--- src/shared/sltc_pkg.sv ---
// constants for the sink link training and configuration register set
`default_nettype none
package sltc_pkg;
	localparam int ADDR_W = 20;
	// register addresses
	localparam logic [19:0] ADDR_LINK_RATE = 20'h0_0100;
	localparam logic [19:0] ADDR_LANE_WIDTH = 20'h0_0101;
	localparam logic [19:0] ADDR_TRAINING = 20'h0_0102;
	localparam logic [19:0] ADDR_DRIVE_BASE = 20'h0_0103;
	localparam logic [19:0] ADDR_LANES_LOW = 20'h0_0202;
	localparam logic [19:0] ADDR_LANES_HIGH = 20'h0_0203;
	localparam logic [19:0] ADDR_ALIGN = 20'h0_0204;
	localparam logic [19:0] ADDR_SYNC = 20'h0_0205;
	localparam logic [19:0] ADDR_REQ_LOW = 20'h0_0206;
	localparam logic [19:0] ADDR_REQ_HIGH = 20'h0_0207;
	localparam int DRIVE_LANES = 4;
	// values after reset
	localparam logic [7:0] RST_LINK_RATE = 8'h06;
	localparam logic [7:0] RST_LANE_WIDTH = 8'h01;
	localparam logic [7:0] RST_TRAINING = 8'h00;
	localparam logic [7:0] RST_DRIVE = 8'h00;
	localparam logic [7:0] UNMAPPED_DATA = 8'h00;
	// link rate codes, rate = code x 0.27 Gb/s
	localparam logic [7:0] RATE_1G62 = 8'h06;
	localparam logic [7:0] RATE_2G70 = 8'h0A;
	// lane count codes
	localparam logic [4:0] LANES_ONE = 5'h01;
	localparam logic [4:0] LANES_TWO = 5'h02;
	localparam logic [4:0] LANES_FOUR = 5'h04;
	// field positions
	localparam int LW_COUNT_MSB = 4;
	localparam int LW_ENH_FRAME = 7;
	localparam int TP_PAT_LSB = 0;
	localparam int TP_QUAL_LSB = 2;
	localparam int TP_RCLK_EN = 4;
	localparam int TP_SCR_BYP = 5;
	localparam int TP_ERRSEL_LSB = 6;
	localparam int AL_ALIGNED = 0;
	localparam int AL_DS_CHANGE = 6;
	localparam int AL_UPDATED = 7;
	// write masks: reserved bits store zero
	localparam logic [7:0] LW_MASK_REV11 = 8'h9F;
	localparam logic [7:0] LW_MASK_REV10 = 8'h1F;
	localparam logic [7:0] TP_MASK_REV11 = 8'hFF;
	localparam logic [7:0] TP_MASK_REV10 = 8'h3F;
	localparam logic [7:0] DRIVE_MASK = 8'h3F;
	localparam logic [1:0] RESERVED_CODE = 2'h3;
endpackage
`default_nettype wire

--- src/verilog/sltc_lane_pair.sv ---
// status and drive request bytes for one pair of lanes
`default_nettype none
module sltc_lane_pair (
	// clock and reset
	input wire logic mclk_in,
	input wire logic srst_in,
	// per-lane receiver state, lane a in index 0, lane b in index 1
	input wire logic [1:0] clock_recovered_in,
	input wire logic [1:0] equalized_in,
	input wire logic [1:0] symbol_lock_in,
	input wire logic [3:0] swing_request_in,
	input wire logic [3:0] emphasis_request_in,
	// packed bytes
	output logic [7:0] state_byte_out,
	output logic [7:0] request_byte_out,
	output logic changed_out
);
	logic [7:0] state_next;
	logic [7:0] request_next;

	always_comb begin
		state_next = {1'b0, symbol_lock_in[1], equalized_in[1], clock_recovered_in[1],
			1'b0, symbol_lock_in[0], equalized_in[0], clock_recovered_in[0]};
		request_next = {emphasis_request_in[3:2], swing_request_in[3:2],
			emphasis_request_in[1:0], swing_request_in[1:0]};
	end

	always_ff @(posedge mclk_in) begin
		if (srst_in) begin
			state_byte_out <= 8'h00;
			request_byte_out <= 8'h00;
			changed_out <= 1'b0;
		end else begin
			state_byte_out <= state_next;
			request_byte_out <= request_next;
			changed_out <= (state_next != state_byte_out) || (request_next != request_byte_out);
		end
	end
endmodule
`default_nettype wire

--- src/verilog/sltc_regs.sv ---
// sink link configuration and training status registers
`default_nettype none
module sltc_regs #(
	parameter bit REV_1_1 = 1'b1
) (
	// clock and reset
	input wire logic mclk_in,
	input wire logic srst_in,
	// auxiliary channel register port
	input wire logic [sltc_pkg::ADDR_W-1:0] aux_addr_in,
	input wire logic aux_wr_in,
	input wire logic aux_rd_in,
	input wire logic [7:0] aux_wdata_in,
	output logic [7:0] aux_rdata_out,
	output logic aux_rvalid_out,
	// receiver state, lane index 0..3
	input wire logic [3:0] lane_clock_recovered_in,
	input wire logic [3:0] lane_equalized_in,
	input wire logic [3:0] lane_symbol_lock_in,
	input wire logic [7:0] lane_swing_request_in,
	input wire logic [7:0] lane_emphasis_request_in,
	input wire logic cross_lane_aligned_in,
	input wire logic downstream_change_in,
	input wire logic [1:0] port_in_sync_in,
	// link configuration towards the receiver
	output logic [7:0] link_rate_select_out,
	output logic link_rate_valid_out,
	output logic [3:0] active_lanes_out,
	output logic lane_count_valid_out,
	output logic enhanced_framing_out,
	output logic [1:0] training_pattern_out,
	output logic [1:0] quality_pattern_out,
	output logic recovered_clock_en_out,
	output logic scrambler_bypass_out,
	output logic [1:0] error_count_sel_out,
	output logic [31:0] drive_settings_out
);
	import sltc_pkg::*;

	logic [7:0] link_rate_select_reg;
	logic [7:0] lane_width_and_framing_reg;
	logic [7:0] training_pattern_select_reg;
	logic [7:0] drive_setting_reg [DRIVE_LANES];
	logic [7:0] lanes_low_pair_state;
	logic [7:0] lanes_high_pair_state;
	logic [7:0] drive_request_low_pair;
	logic [7:0] drive_request_high_pair;
	logic low_changed;
	logic high_changed;
	logic aligned_reg;
	logic ds_change_reg;
	logic updated_reg;
	logic [1:0] sync_reg;
	logic [7:0] rdata_next;
	logic align_read;
	logic [7:0] lw_mask;
	logic [7:0] tp_mask;

	assign lw_mask = REV_1_1 ? LW_MASK_REV11 : LW_MASK_REV10;
	assign tp_mask = REV_1_1 ? TP_MASK_REV11 : TP_MASK_REV10;
	assign align_read = aux_rd_in && aux_addr_in == ADDR_ALIGN;

	sltc_lane_pair u_low_pair (
		.mclk_in(mclk_in),
		.srst_in(srst_in),
		.clock_recovered_in(lane_clock_recovered_in[1:0]),
		.equalized_in(lane_equalized_in[1:0]),
		.symbol_lock_in(lane_symbol_lock_in[1:0]),
		.swing_request_in(lane_swing_request_in[3:0]),
		.emphasis_request_in(lane_emphasis_request_in[3:0]),
		.state_byte_out(lanes_low_pair_state),
		.request_byte_out(drive_request_low_pair),
		.changed_out(low_changed)
	);

	sltc_lane_pair u_high_pair (
		.mclk_in(mclk_in),
		.srst_in(srst_in),
		.clock_recovered_in(lane_clock_recovered_in[3:2]),
		.equalized_in(lane_equalized_in[3:2]),
		.symbol_lock_in(lane_symbol_lock_in[3:2]),
		.swing_request_in(lane_swing_request_in[7:4]),
		.emphasis_request_in(lane_emphasis_request_in[7:4]),
		.state_byte_out(lanes_high_pair_state),
		.request_byte_out(drive_request_high_pair),
		.changed_out(high_changed)
	);

	// source-written configuration; status addresses have no write path
	always_ff @(posedge mclk_in) begin
		if (srst_in) begin
			link_rate_select_reg <= RST_LINK_RATE;
			lane_width_and_framing_reg <= RST_LANE_WIDTH;
			training_pattern_select_reg <= RST_TRAINING;
		end else if (aux_wr_in) begin
			if (aux_addr_in == ADDR_LINK_RATE)
				link_rate_select_reg <= aux_wdata_in;
			if (aux_addr_in == ADDR_LANE_WIDTH)
				lane_width_and_framing_reg <= aux_wdata_in & lw_mask;
			if (aux_addr_in == ADDR_TRAINING)
				training_pattern_select_reg <= aux_wdata_in & tp_mask;
		end
	end

	for (genvar i = 0; i < DRIVE_LANES; i++) begin : g_drive
		always_ff @(posedge mclk_in) begin
			if (srst_in)
				drive_setting_reg[i] <= RST_DRIVE;
			else if (aux_wr_in && aux_addr_in == ADDR_DRIVE_BASE + 20'(i))
				drive_setting_reg[i] <= aux_wdata_in & DRIVE_MASK;
		end
		assign drive_settings_out[8*i +: 8] = drive_setting_reg[i];
	end

	// alignment and sync follow their inputs; for downstream change and update flags a set beats a read clear
	always_ff @(posedge mclk_in) begin
		if (srst_in) begin
			aligned_reg <= 1'b0;
			sync_reg <= 2'b00;
		end else begin
			aligned_reg <= cross_lane_aligned_in;
			sync_reg <= port_in_sync_in;
		end
	end

	// bit 6 is sticky like bit 7 and cleared by the same read
	always_ff @(posedge mclk_in) begin
		if (srst_in)
			ds_change_reg <= 1'b0;
		else if (downstream_change_in)
			ds_change_reg <= 1'b1;
		else if (align_read)
			ds_change_reg <= 1'b0;
	end

	always_ff @(posedge mclk_in) begin
		if (srst_in)
			updated_reg <= 1'b0;
		else if (low_changed || high_changed)
			updated_reg <= 1'b1;
		else if (align_read)
			updated_reg <= 1'b0;
	end

	// read mux
	always_comb begin
		rdata_next = UNMAPPED_DATA;
		unique case (aux_addr_in)
			ADDR_LINK_RATE: rdata_next = link_rate_select_reg;
			ADDR_LANE_WIDTH: rdata_next = lane_width_and_framing_reg;
			ADDR_TRAINING: rdata_next = training_pattern_select_reg;
			ADDR_DRIVE_BASE: rdata_next = drive_setting_reg[0];
			ADDR_DRIVE_BASE + 20'h0_0001: rdata_next = drive_setting_reg[1];
			ADDR_DRIVE_BASE + 20'h0_0002: rdata_next = drive_setting_reg[2];
			ADDR_DRIVE_BASE + 20'h0_0003: rdata_next = drive_setting_reg[3];
			ADDR_LANES_LOW: rdata_next = lanes_low_pair_state;
			ADDR_LANES_HIGH: rdata_next = lanes_high_pair_state;
			ADDR_ALIGN: rdata_next = {updated_reg, ds_change_reg, 5'b0_0000, aligned_reg};
			ADDR_SYNC: rdata_next = {6'b00_0000, sync_reg};
			ADDR_REQ_LOW: rdata_next = drive_request_low_pair;
			ADDR_REQ_HIGH: rdata_next = drive_request_high_pair;
			default: rdata_next = UNMAPPED_DATA;
		endcase
	end

	always_ff @(posedge mclk_in) begin
		if (srst_in) begin
			aux_rdata_out <= 8'h00;
			aux_rvalid_out <= 1'b0;
		end else begin
			aux_rvalid_out <= aux_rd_in;
			if (aux_rd_in)
				aux_rdata_out <= rdata_next;
		end
	end

	// decoded configuration
	always_comb begin
		link_rate_select_out = link_rate_select_reg;
		link_rate_valid_out = link_rate_select_reg == RATE_1G62
			|| link_rate_select_reg == RATE_2G70;
		unique case (lane_width_and_framing_reg[LW_COUNT_MSB:0])
			LANES_ONE: active_lanes_out = 4'h1;
			LANES_TWO: active_lanes_out = 4'h3;
			LANES_FOUR: active_lanes_out = 4'hF;
			default: active_lanes_out = 4'h0;
		endcase
		lane_count_valid_out = active_lanes_out != 4'h0;
		enhanced_framing_out = lane_width_and_framing_reg[LW_ENH_FRAME];
		training_pattern_out = training_pattern_select_reg[TP_PAT_LSB +: 2];
		quality_pattern_out = training_pattern_select_reg[TP_QUAL_LSB +: 2];
		recovered_clock_en_out = training_pattern_select_reg[TP_RCLK_EN];
		scrambler_bypass_out = training_pattern_select_reg[TP_SCR_BYP];
		error_count_sel_out = training_pattern_select_reg[TP_ERRSEL_LSB +: 2];
	end
endmodule
`default_nettype wire

--- config.mk ---
export PLATFORM = sky130hd
export DESIGN_NAME = sltc_regs
export DESIGN_NICKNAME = d
export VERILOG_FILES = /design/src/shared/sltc_pkg.sv /design/src/verilog/sltc_lane_pair.sv /design/src/verilog/sltc_regs.sv
export SDC_FILE = /design/constraint.sdc
export NUM_CORES = 1
export LEC_CHECK = 0
export ABC_AREA = 1
export BUFFER_PORTS_ARGS = -buffer_cell sky130_fd_sc_hd__buf_2
export CAP_MARGIN = 10
export CORE_MARGIN = 3
export CORE_UTILIZATION = 48
export DETAILED_ROUTE_END_ITERATION = 7
export PLACE_DENSITY_LB_ADDON = 0.05
export SYNTH_ARGS = -nofsm -noshare
export SYNTH_HDL_FRONTEND = slang
export SYNTH_SLANG_ARGS = --single-unit
--- constraint.sdc ---
create_clock -name mclk_in -period 1.6 [get_ports mclk_in]
set_input_delay 0.16 -clock mclk_in [delete_from_list [all_inputs] [get_ports mclk_in]]
set_output_delay 0.16 -clock mclk_in [all_outputs]
set_load 0.05 [all_outputs]
==> results.json, run 1 <==
{
  "ys_warn_count": 0,
  "antenna_found_initial": 0,
  "hold_viol": 0,
  "cts_tree": "yes",
  "fp.dieH_um": 105,
  "wl_per_cell_um": 16.0,
  "track_usage_pct": 26.6,
  "cts_max_level": 3,
  "finalPower_mw": 4.69,
  "peakVddDrop_uv": 515,
  "drive_gt1_share_pct": 30.0,
  "layout_common_cells": "buf_2, nor2_1, nand2_1",
  "drt-initial-drc-count": 296,
  "synthCells": 617,
  "hp-class": "in2reg",
  "dieArea_um2": 10900,
  "largest_reg_flops": 24,
  "drv_cap": 0,
  "grt_pass1_vias": 4577,
  "route.detailed.drc": 0,
  "reg2reg_from": "u_low_pair.request_byte_out[5]",
  "power_density_nw_per_um2": 782,
  "critical_path_class": "reg2out",
  "syn_area_um2": 4670,
  "vias_per_cell": 5.14,
  "yosysUniqueCellTypes": 35,
  "die_w_um": 105,
  "relSlewSlack_pct": 66.3,
  "finalCriticalPeriod_ns": 1.54,
  "area_growth_pct": 28.7,
  "place_ws_ns": -0.149,
  "arrival_ns": 1.38,
  "n_antenna_cell": 0,
  "hpwl_mm": 11.5,
  "clk_pin_slew_ns": 0.10,
  "grt_pass1_wl_mm": 23.2,
  "start_util_pct": 50.0,
  "outcome": "completed",
  "cts_root_buf": "clkbuf_8",
  "synth-seq-area-share_pct": 43.8,
  "firstDrtPassIters": 5,
  "tightest_slew_ns": 0.506,
  "cts_made_buffers": 9,
  "routed_wl_mm": 14.6,
  "numClockSinks": 90,
  "ys_seq_elements": 90,
  "grt_max_degree": 48,
  "max_freq_ghz": 0.651,
  "overflow": 0,
  "setup_ws_ns": 0.0642,
  "crit_path_max_fanout": 5,
  "nets": 842,
  "utilization_pct": 64.4,
  "gp_congestion": 0.902,
  "io_pins": 128,
  "portBuffers": 119,
  "insertion_delay_ns": 0.36,
  "final_common_cell": "buf_2",
  "finalSetupViolCount": 0,
  "clock_path_buffers": 2,
  "num_vias": 4686,
  "fp-row-count": 35,
  "static-leakage-power_nw": 2.84,
  "syn_avg_cell_area_um2": 7.56,
  "worstPathRequired_ns": 1.44,
  "hold_start": "cross_lane_aligned_in",
  "holdWs_ns": 0.0143,
  "crit_start": "link_rate_select_out[3]",
  "core_um2": 9330,
  "ant_nets": 0,
  "end_kind": "output port",
  "final.period_utilization_pct": 96.0,
  "maxSlewViolCount": 0,
  "finClkSkew_ns": 0.0149,
  "start_kind": "flip-flop"
}
per-layer routing:
layer  up-vias  track usage, %  wire length (µm)
met4         0            7.12               280
met3        23            3.95               606
li1       2331               -                 -
met1      2176            34.8              6570
met5         -               0                 0
met2       156            46.1              7160
cell usage after synthesis, drive strengths merged:
library cell / count / area [µm²]
or2: 3 / 18.8
nand3: 56 / 323
nand2: 98 / 378
buf: 23 / 161
clkbuf: 5 / 18.8
nand4: 30 / 188
xnor2: 7 / 61.3
a211oi: 1 / 7.51
nor3: 6 / 30.0
o21ai: 43 / 215
dfxtp: 66 / 1320
xor2: 8 / 70.1
conb: 1 / 3.75
and3: 2 / 12.5
nor4: 5 / 31.3
nor2: 126 / 602
clkinv: 1 / 3.75
a31oi: 1 / 6.26
a21oi: 31 / 178
o2111ai: 2 / 17.5
inv: 77 / 289
a41oi: 1 / 8.76
edfxtp: 24 / 721
report_power, final:
part           internal (mW)  switching (mW)  total [mW]
registers               2.41          0.0546        2.47
logic                  0.188           0.407       0.595
clock network          0.776           0.856        1.63
total                   3.38            1.32        4.69
worst paths after layout:
| kind | endpoint | slack, ns | cells after the start |
|---|---|---|---|
| min | aligned_reg | 0.01 | 3 |
| max reg2reg | u_low_pair.changed_out | 0.28 | 4 |
| max | link_rate_valid_out | 0.06 | 4 |
| min reg2reg | aux_rdata_out[6] | 0.47 | 2 |
worst max-delay path: stages (launching register included):
cell	delay, ns
dfxtp_1	0.44
nor2_1	0.06
nor3_1	0.14
and3_1	0.20
buf_6	0.16
logic make-up (layout without fill, tap and decap cells):
family | count (synthesis) | count (layout) | share of synthesized area (%)
flip-flops | 90 | 90 | 43.8
XOR/XNOR | 15 | 15 | 2.82
AND/OR/NAND/NOR | 326 | 326 | 33.9
other | 1 | 8 | 0.0804
buffers and inverters | 106 | 265 | 10.1
AO/OA/AOI/OAI | 79 | 79 | 9.28
metrics by stage:
step	TNS, ns	std cells	cell area (µm²)
after floorplan	0	624	4690
after global placement	-0.642	895	5740
after detailed placement	-0.706	895	5740
after global routing	-0.0478	912	6000
final	0	912	6000
after CTS	0	912	5960
final cells by class:
type                       count  area, µm²
clock buffer                  11        141
sequential                    90       2050
inverter                      78        293
fill                         868       3320
multi-input combinational    428       2200
clock inverter                 5       61.3
tap                          129        161
timing repair buffer         171       1100
repair_timing:
action	4_1_cts	5_1_grt
hold endpoints to repair	1	0
gates resized for setup	3	15
hold buffers	1	0
setup buffers	0	0
pin swaps	0	1
endpoints found under the setup margin	3	5
No activity file was read; power rests on OpenSTA's default activity.
==> inputs of run 2 (changes only) <==
--- a/config.mk
+++ b/config.mk
@@ -5,11 +5,11 @@
 export SDC_FILE = /design/constraint.sdc
 export NUM_CORES = 1
 export LEC_CHECK = 0
-export ABC_AREA = 1
+export ABC_CLOCK_PERIOD_IN_PS = 1600
 export BUFFER_PORTS_ARGS = -buffer_cell sky130_fd_sc_hd__buf_2
 export CAP_MARGIN = 10
 export CORE_MARGIN = 3
-export CORE_UTILIZATION = 48
+export CORE_UTILIZATION = 47
 export DETAILED_ROUTE_END_ITERATION = 7
 export PLACE_DENSITY_LB_ADDON = 0.05
 export SYNTH_ARGS = -nofsm -noshare
==> run 2 against run 1 <==
Against the previous run: the flow now finishes with violations (setup timing); synthesized cell count fell by 26%; clock power fell by 4%; die area fell by 4.2%; non-clock buffer count rose by 52; area after synthesis fell by 6.5%; wire length rose by 14%; critical endpoint is now drive_setting_reg[1][0].
==> results.json, run 2 <==
{
  "syn_avg_cell_area_um2": 9.57,
  "start_util_pct": 49.3,
  "area_growth_pct": 55.9,
  "final.period_utilization_pct": 115,
  "layout_common_cells": "buf_2, buf_4, dfxtp_1",
  "drive_gt1_share_pct": 50.2,
  "grt_pass1_wl_mm": 24.3,
  "finalPower_mw": 4.75,
  "numClockSinks": 90,
  "portBuffers": 119,
  "insertion_delay_ns": 0.36,
  "hpwl_mm": 12.5,
  "fill_cells": 645,
  "crit_path_max_fanout": 7,
  "cts_root_buf": "clkbuf_8",
  "hold_viol": 0,
  "final_common_cell": "buf_2",
  "yosys.area.top_type": "dfxtp_1",
  "synthCells": 456,
  "tightest_slew_ns": 0.550,
  "hp-class": "in2reg",
  "gp_congestion": 1.00,
  "ys_seq_elements": 90,
  "holdWs_ns": 0.0163,
  "finalCriticalPeriod_ns": 1.84,
  "multi_input_area_um2": 2790,
  "io_pins": 128,
  "end_kind": "flip-flop",
  "fp.dieH_um": 102,
  "drt-initial-drc-count": 393,
  "largest_reg_flops": 24,
  "maxSlewViolCount": 0,
  "critical_path_class": "in2reg",
  "finClkSkew_ns": 0.00981,
  "n_antenna_cell": 0,
  "finalSetupViolCount": 56,
  "vias_per_cell": 5.86,
  "cts_max_level": 3,
  "setup_ws_ns": -0.237,
  "power_density_nw_per_um2": 698,
  "start_kind": "primary input",
  "synthTopCellsByArea": "dfxtp_1, edfxtp_1, nor2b_1, and2_1, xor2_1",
  "drv_cap": 0,
  "cts_tree": "yes",
  "clock_path_buffers": 2,
  "synth_common_cells": "dfxtp_1, nand2_1, nor2b_1",
  "die_w_um": 102,
  "antenna_found_initial": 0,
  "async_flop_share_pct": 0,
  "ant_nets": 0,
  "syn_area_um2": 4360,
  "synth-seq-area-share_pct": 46.8,
  "wl_per_cell_um": 21.3,
  "peakVddDrop_uv": 519,
  "yosysMostFrequentCell": "dfxtp_1",
  "regArea_um2": 2050,
  "routed_wl_mm": 16.7,
  "dieArea_um2": 10500,
  "num_vias": 4598,
  "violations": "setup timing",
  "static-leakage-power_nw": 2.82,
  "route.detailed.drc": 0,
  "synthFlopType": "dfxtp_1",
  "worstPathRequired_ns": 1.67,
  "firstDrtPassIters": 7,
  "max_freq_ghz": 0.544,
  "cts_made_buffers": 9,
  "yosysTopAreaCellShare_pct": 30.3,
  "ys_warn_count": 0,
  "core_um2": 8850,
  "fp-row-count": 34,
  "clk_pin_slew_ns": 0.09,
  "grt_pass1_vias": 4413,
  "synth_edf_count": 24,
  "arrival_ns": 1.90,
  "track_usage_pct": 31.2,
  "relSlewSlack_pct": 63.3,
  "nets": 736,
  "grt_max_degree": 51,
  "outcome": "finished, violations left",
  "overflow": 0,
  "yosysUniqueCellTypes": 59,
  "rsz0062_at_grt": "yes"
}
## run 2: cell count changes after synthesis, sizes merged, moves of 12 or more
cell / before / now
a21oi: 31 / 15
nand3: 56 / 16
a22oi: 0 / 12
inv: 77 / 1
nand4: 30 / 9
nor4: 5 / 17
and2: 0 / 28
o21ai: 43 / 11
xor2: 8 / 20
nand2: 98 / 43
nor2b: 0 / 40
nor2: 126 / 24
## run 2: power breakdown
part	internal [mW]	switching, mW	leakage [nW]
sequential	2.41	0.0684	0.771
clock	0.715	0.855	0.103
combinational	0.260	0.442	1.95
## run 2: path summary, 6_finish.rpt
kind / from / to / slack (ns) / cells past startpoint
setup / recovery: aux_addr_in[19] / drive_setting_reg[1][0] / -0.24 / 6
hold / removal: downstream_change_in / ds_change_reg / 0.02 / 3
setup reg to reg: drive_setting_reg[2][0] / aux_rdata_out[0] / -0.01 / 5
hold reg to reg: aux_rdata_out[5] / aux_rdata_out[5] / 0.45 / 2
## run 2: stage by stage
step | utilization (%) | instances | setup slack (ns) | cell area (µm²) | TNS (ns)
after detailed placement | 66.7 | 751 | -0.562 | 5900 | -32.60
final | 76.9 | 785 | -0.237 | 6800 | -5.56
after CTS | 72.5 | 778 | -0.219 | 6410 | -2.23
after global placement | 66.7 | 751 | -0.610 | 5900 | -31.55
after floorplan | - | 463 | -0.473 | 4650 | -14.66
after global routing | 76.9 | 785 | -0.255 | 6800 | -8.41
## run 2: area by class of cell
cell class	count	share of cell area, %
Sequential cell	90	30.2
Multi-Input combinational cell	347	41.0
Clock inverter	4	0.442
Tap cell	108	1.99
Clock buffer	12	2.45
Inverter	1	0.0552
Timing Repair Buffer	223	23.9
## run 2: metal layers
| layer | wire [µm] | up-vias | GRT usage [%] |
|---|---|---|---|
| met5 | 0 | - | 0 |
| met4 | 535 | 0 | 11.7 |
| met3 | 1570 | 43 | 6.62 |
| met2 | 7660 | 249 | 47.7 |
| met1 | 6930 | 2224 | 43.6 |
| li1 | - | 2082 | - |
## run 2: critical path, cell delays in order
cell and delay (ns):
buf_6 0.09, or4_4 0.60, or3_4 0.46, buf_12 0.15
nor2_4 0.20, a31o_4 0.24
## run 2: what timing repair did
action                                  CTS  global route
cloned                                    3             0
hold endpoints to repair                  1             0
endpoints found under the setup margin   75            79
pin swaps                                26            50
resized for setup                        48            89
buffers inserted                          8             9
hold buffers                              1             0
## run 2: logic make-up after synthesis
logic type / Yosys count / share of synthesized area (%)
other: 1 / 0.0860
AND/OR/NAND/NOR: 221 / 28.3
XOR/XNOR: 33 / 6.62
multiplexers: 10 / 2.35
flip-flops: 90 / 46.8
buffers and inverters: 26 / 3.36
AO/OA/AOI/OAI: 75 / 12.4
==> inputs of run 3 (changes only) <==
--- a/config.mk
+++ b/config.mk
@@ -5,11 +5,11 @@
 export SDC_FILE = /design/constraint.sdc
 export NUM_CORES = 1
 export LEC_CHECK = 0
-export ABC_CLOCK_PERIOD_IN_PS = 1600
+export ABC_CLOCK_PERIOD_IN_PS = 2400
 export BUFFER_PORTS_ARGS = -buffer_cell sky130_fd_sc_hd__buf_2
 export CAP_MARGIN = 10
 export CORE_MARGIN = 3
-export CORE_UTILIZATION = 47
+export CORE_UTILIZATION = 56
 export DETAILED_ROUTE_END_ITERATION = 7
 export PLACE_DENSITY_LB_ADDON = 0.05
 export SYNTH_ARGS = -nofsm -noshare
==> constraint.sdc (replaced) <==
create_clock -name mclk_in -period 2.4 [get_ports mclk_in]
set_input_delay 0.24 -clock mclk_in [delete_from_list [all_inputs] [get_ports mclk_in]]
set_output_delay 0.24 -clock mclk_in [all_outputs]
set_load 0.05 [all_outputs]
==> run 3 against run 2 <==
Against the previous run: the run now ends clean; worst setup slack improved by 0.42 ns; total power fell by 35%; via count fell by 6.5%; die area fell by 15%; clock skew fell by 0.00054 ns; wire length fell by 11%.
==> results.json, run 3 (synthesized netlist as in run 2, its figures left out) <==
{
  "fp.dieH_um": 94.3,
  "post_cts_buffers": 0,
  "power_switching_share_pct": 27.6,
  "layout_common_cells": "buf_2, dfxtp_1, nand2_1",
  "pwr-share-seq_pct": 53.5,
  "track_usage_pct": 34.5,
  "reg2reg_depth": 6,
  "peakVddDrop_uv": 469,
  "wl_met2_mm": 6.45,
  "io_pins": 128,
  "num_vias": 4301,
  "arrival_ns": 1.97,
  "hpwl_mm": 11.7,
  "pwr-share-comb_pct": 12.3,
  "dr.max_layer_used": "met4",
  "antenna_found_initial": 0,
  "grt_pass1_wl_mm": 22.8,
  "overflow": 0,
  "final.period_utilization_pct": 92.2,
  "max_freq_ghz": 0.452,
  "reg2reg_from": "u_low_pair.request_byte_out[0]",
  "p_switching_uw": 854,
  "drt-initial-drc-count": 570,
  "grt_max_degree": 42,
  "clk_pin_slew_ns": 0.09,
  "static-leakage-power_nw": 2.25,
  "numClockSinks": 90,
  "layoutNonFillerInstCount": 707,
  "routed_wl_mm": 14.8,
  "cts_root_buf": "clkbuf_8",
  "portBuffers": 119,
  "die_w_um": 94.3,
  "dr_wl_met3_mm": 1.89,
  "nets": 667,
  "relSlewSlack_pct": 59.0,
  "holdWs_ns": 0.0900,
  "hold_viol": 0,
  "critical_path_class": "reg2out",
  "insertion_delay_ns": 0.36,
  "route.detailed.drc": 0,
  "finalSetupViolCount": 0,
  "wl_per_cell_um": 21.0,
  "place_area_um2": 5260,
  "core_um2": 7410,
  "setup_tns_ns": 0,
  "finalCriticalPeriod_ns": 2.21,
  "hold_start": "cross_lane_aligned_in",
  "cts_tree": "yes",
  "stdcell_area_um2": 5460,
  "gp_congestion": 0.972,
  "n_antenna_cell": 0,
  "area_growth_pct": 25.2,
  "hp-class": "in2reg",
  "tightest_slew_ns": 0.611,
  "dp_cells": 691,
  "clock_path_buffers": 2,
  "worstPathRequired_ns": 2.16,
  "cell_internal_pwr_mw": 2.24,
  "ant_nets": 0,
  "outcome": "completed",
  "rsz0062_at_grt": "no",
  "crit_path_max_fanout": 4,
  "end_kind": "output port",
  "crit_start": "link_rate_select_out[0]",
  "dieArea_um2": 8890,
  "power_density_nw_per_um2": 566,
  "wl_met1_mm": 6.05,
  "largest_reg_flops": 24,
  "cts_made_buffers": 9,
  "fp-row-count": 31,
  "final_common_cell": "buf_2",
  "grt_pass1_vias": 4079,
  "start_kind": "flip-flop",
  "p_clk_share_pct": 34.3,
  "ctsResizeCount": 0,
  "vias_per_cell": 6.08,
  "drv_cap": 0,
  "ctsHoldBuffers": 0,
  "start_util_pct": 58.9,
  "maxSlewViolCount": 0,
  "hold_depth": 2,
  "drive_gt1_share_pct": 29.9,
  "firstDrtPassIters": 6,
  "cts_max_level": 3,
  "finClkSkew_ns": 0.00927
}
run 3: changes by cell type in the layout (fill, tap and decap cells not counted), moves of 13 or more:
| cell | previous run | this run |
|---|---|---|
| a21oi_2 | 13 | 0 |
| a21oi_1 | 2 | 15 |
| buf_4 | 82 | 34 |
| nand2_1 | 24 | 42 |
| buf_2 | 106 | 119 |
| buf_6 | 25 | 0 |
run 3: stage by stage:
stage / utilization (%) / total power, mW / setup slack, ns
2_1_floorplan: - / 1.91 / 0.189
3_3_place_gp: 71.0 / 2.05 / -0.0112
3_5_place_dp: 71.0 / 2.06 / 0.0160
4_1_cts: 73.7 / 3.10 / 0.184
5_1_grt: 73.7 / 3.20 / 0.146
6_report: 73.7 / 3.09 / 0.186
run 3: worst paths after layout:
kind	end	slack (ns)
max	link_rate_valid_out	0.19
min	aligned_reg	0.09
max reg2reg	aux_rdata_out[0]	0.80
min reg2reg	aux_rdata_out[0]	0.46
run 3: power groups by stage:
stage	Clock (mW)	Combinational (mW)	Sequential, mW
after floorplan	0	0.164	1.75
after global placement	0	0.363	1.69
after detailed placement	0	0.374	1.69
after CTS	1.08	0.375	1.65
after global routing	1.14	0.405	1.66
final	1.06	0.380	1.65
run 3: final cells by class:
class / count / area, µm²
Clock buffer: 12 / 178
Tap cell: 99 / 124
Multi-Input combinational cell: 347 / 2220
Inverter: 1 / 3.75
Fill cell: 581 / 1950
Timing Repair Buffer: 154 / 871
Clock inverter: 4 / 28.8
Sequential cell: 90 / 2040
run 3: worst max-delay path: stages (launching register included):
cell	delay, ns
dfxtp_1	0.38
or4b_2	0.73
nor4_4	0.21
buf_2	0.30
run 3: layer usage:
layer  global-route usage (%)  vias to the layer above
li1                         -                     1933
met1                     49.1                     1998
met2                     51.9                      323
met3                     8.65                       47
met4                     10.3                        0
met5                        0                        -
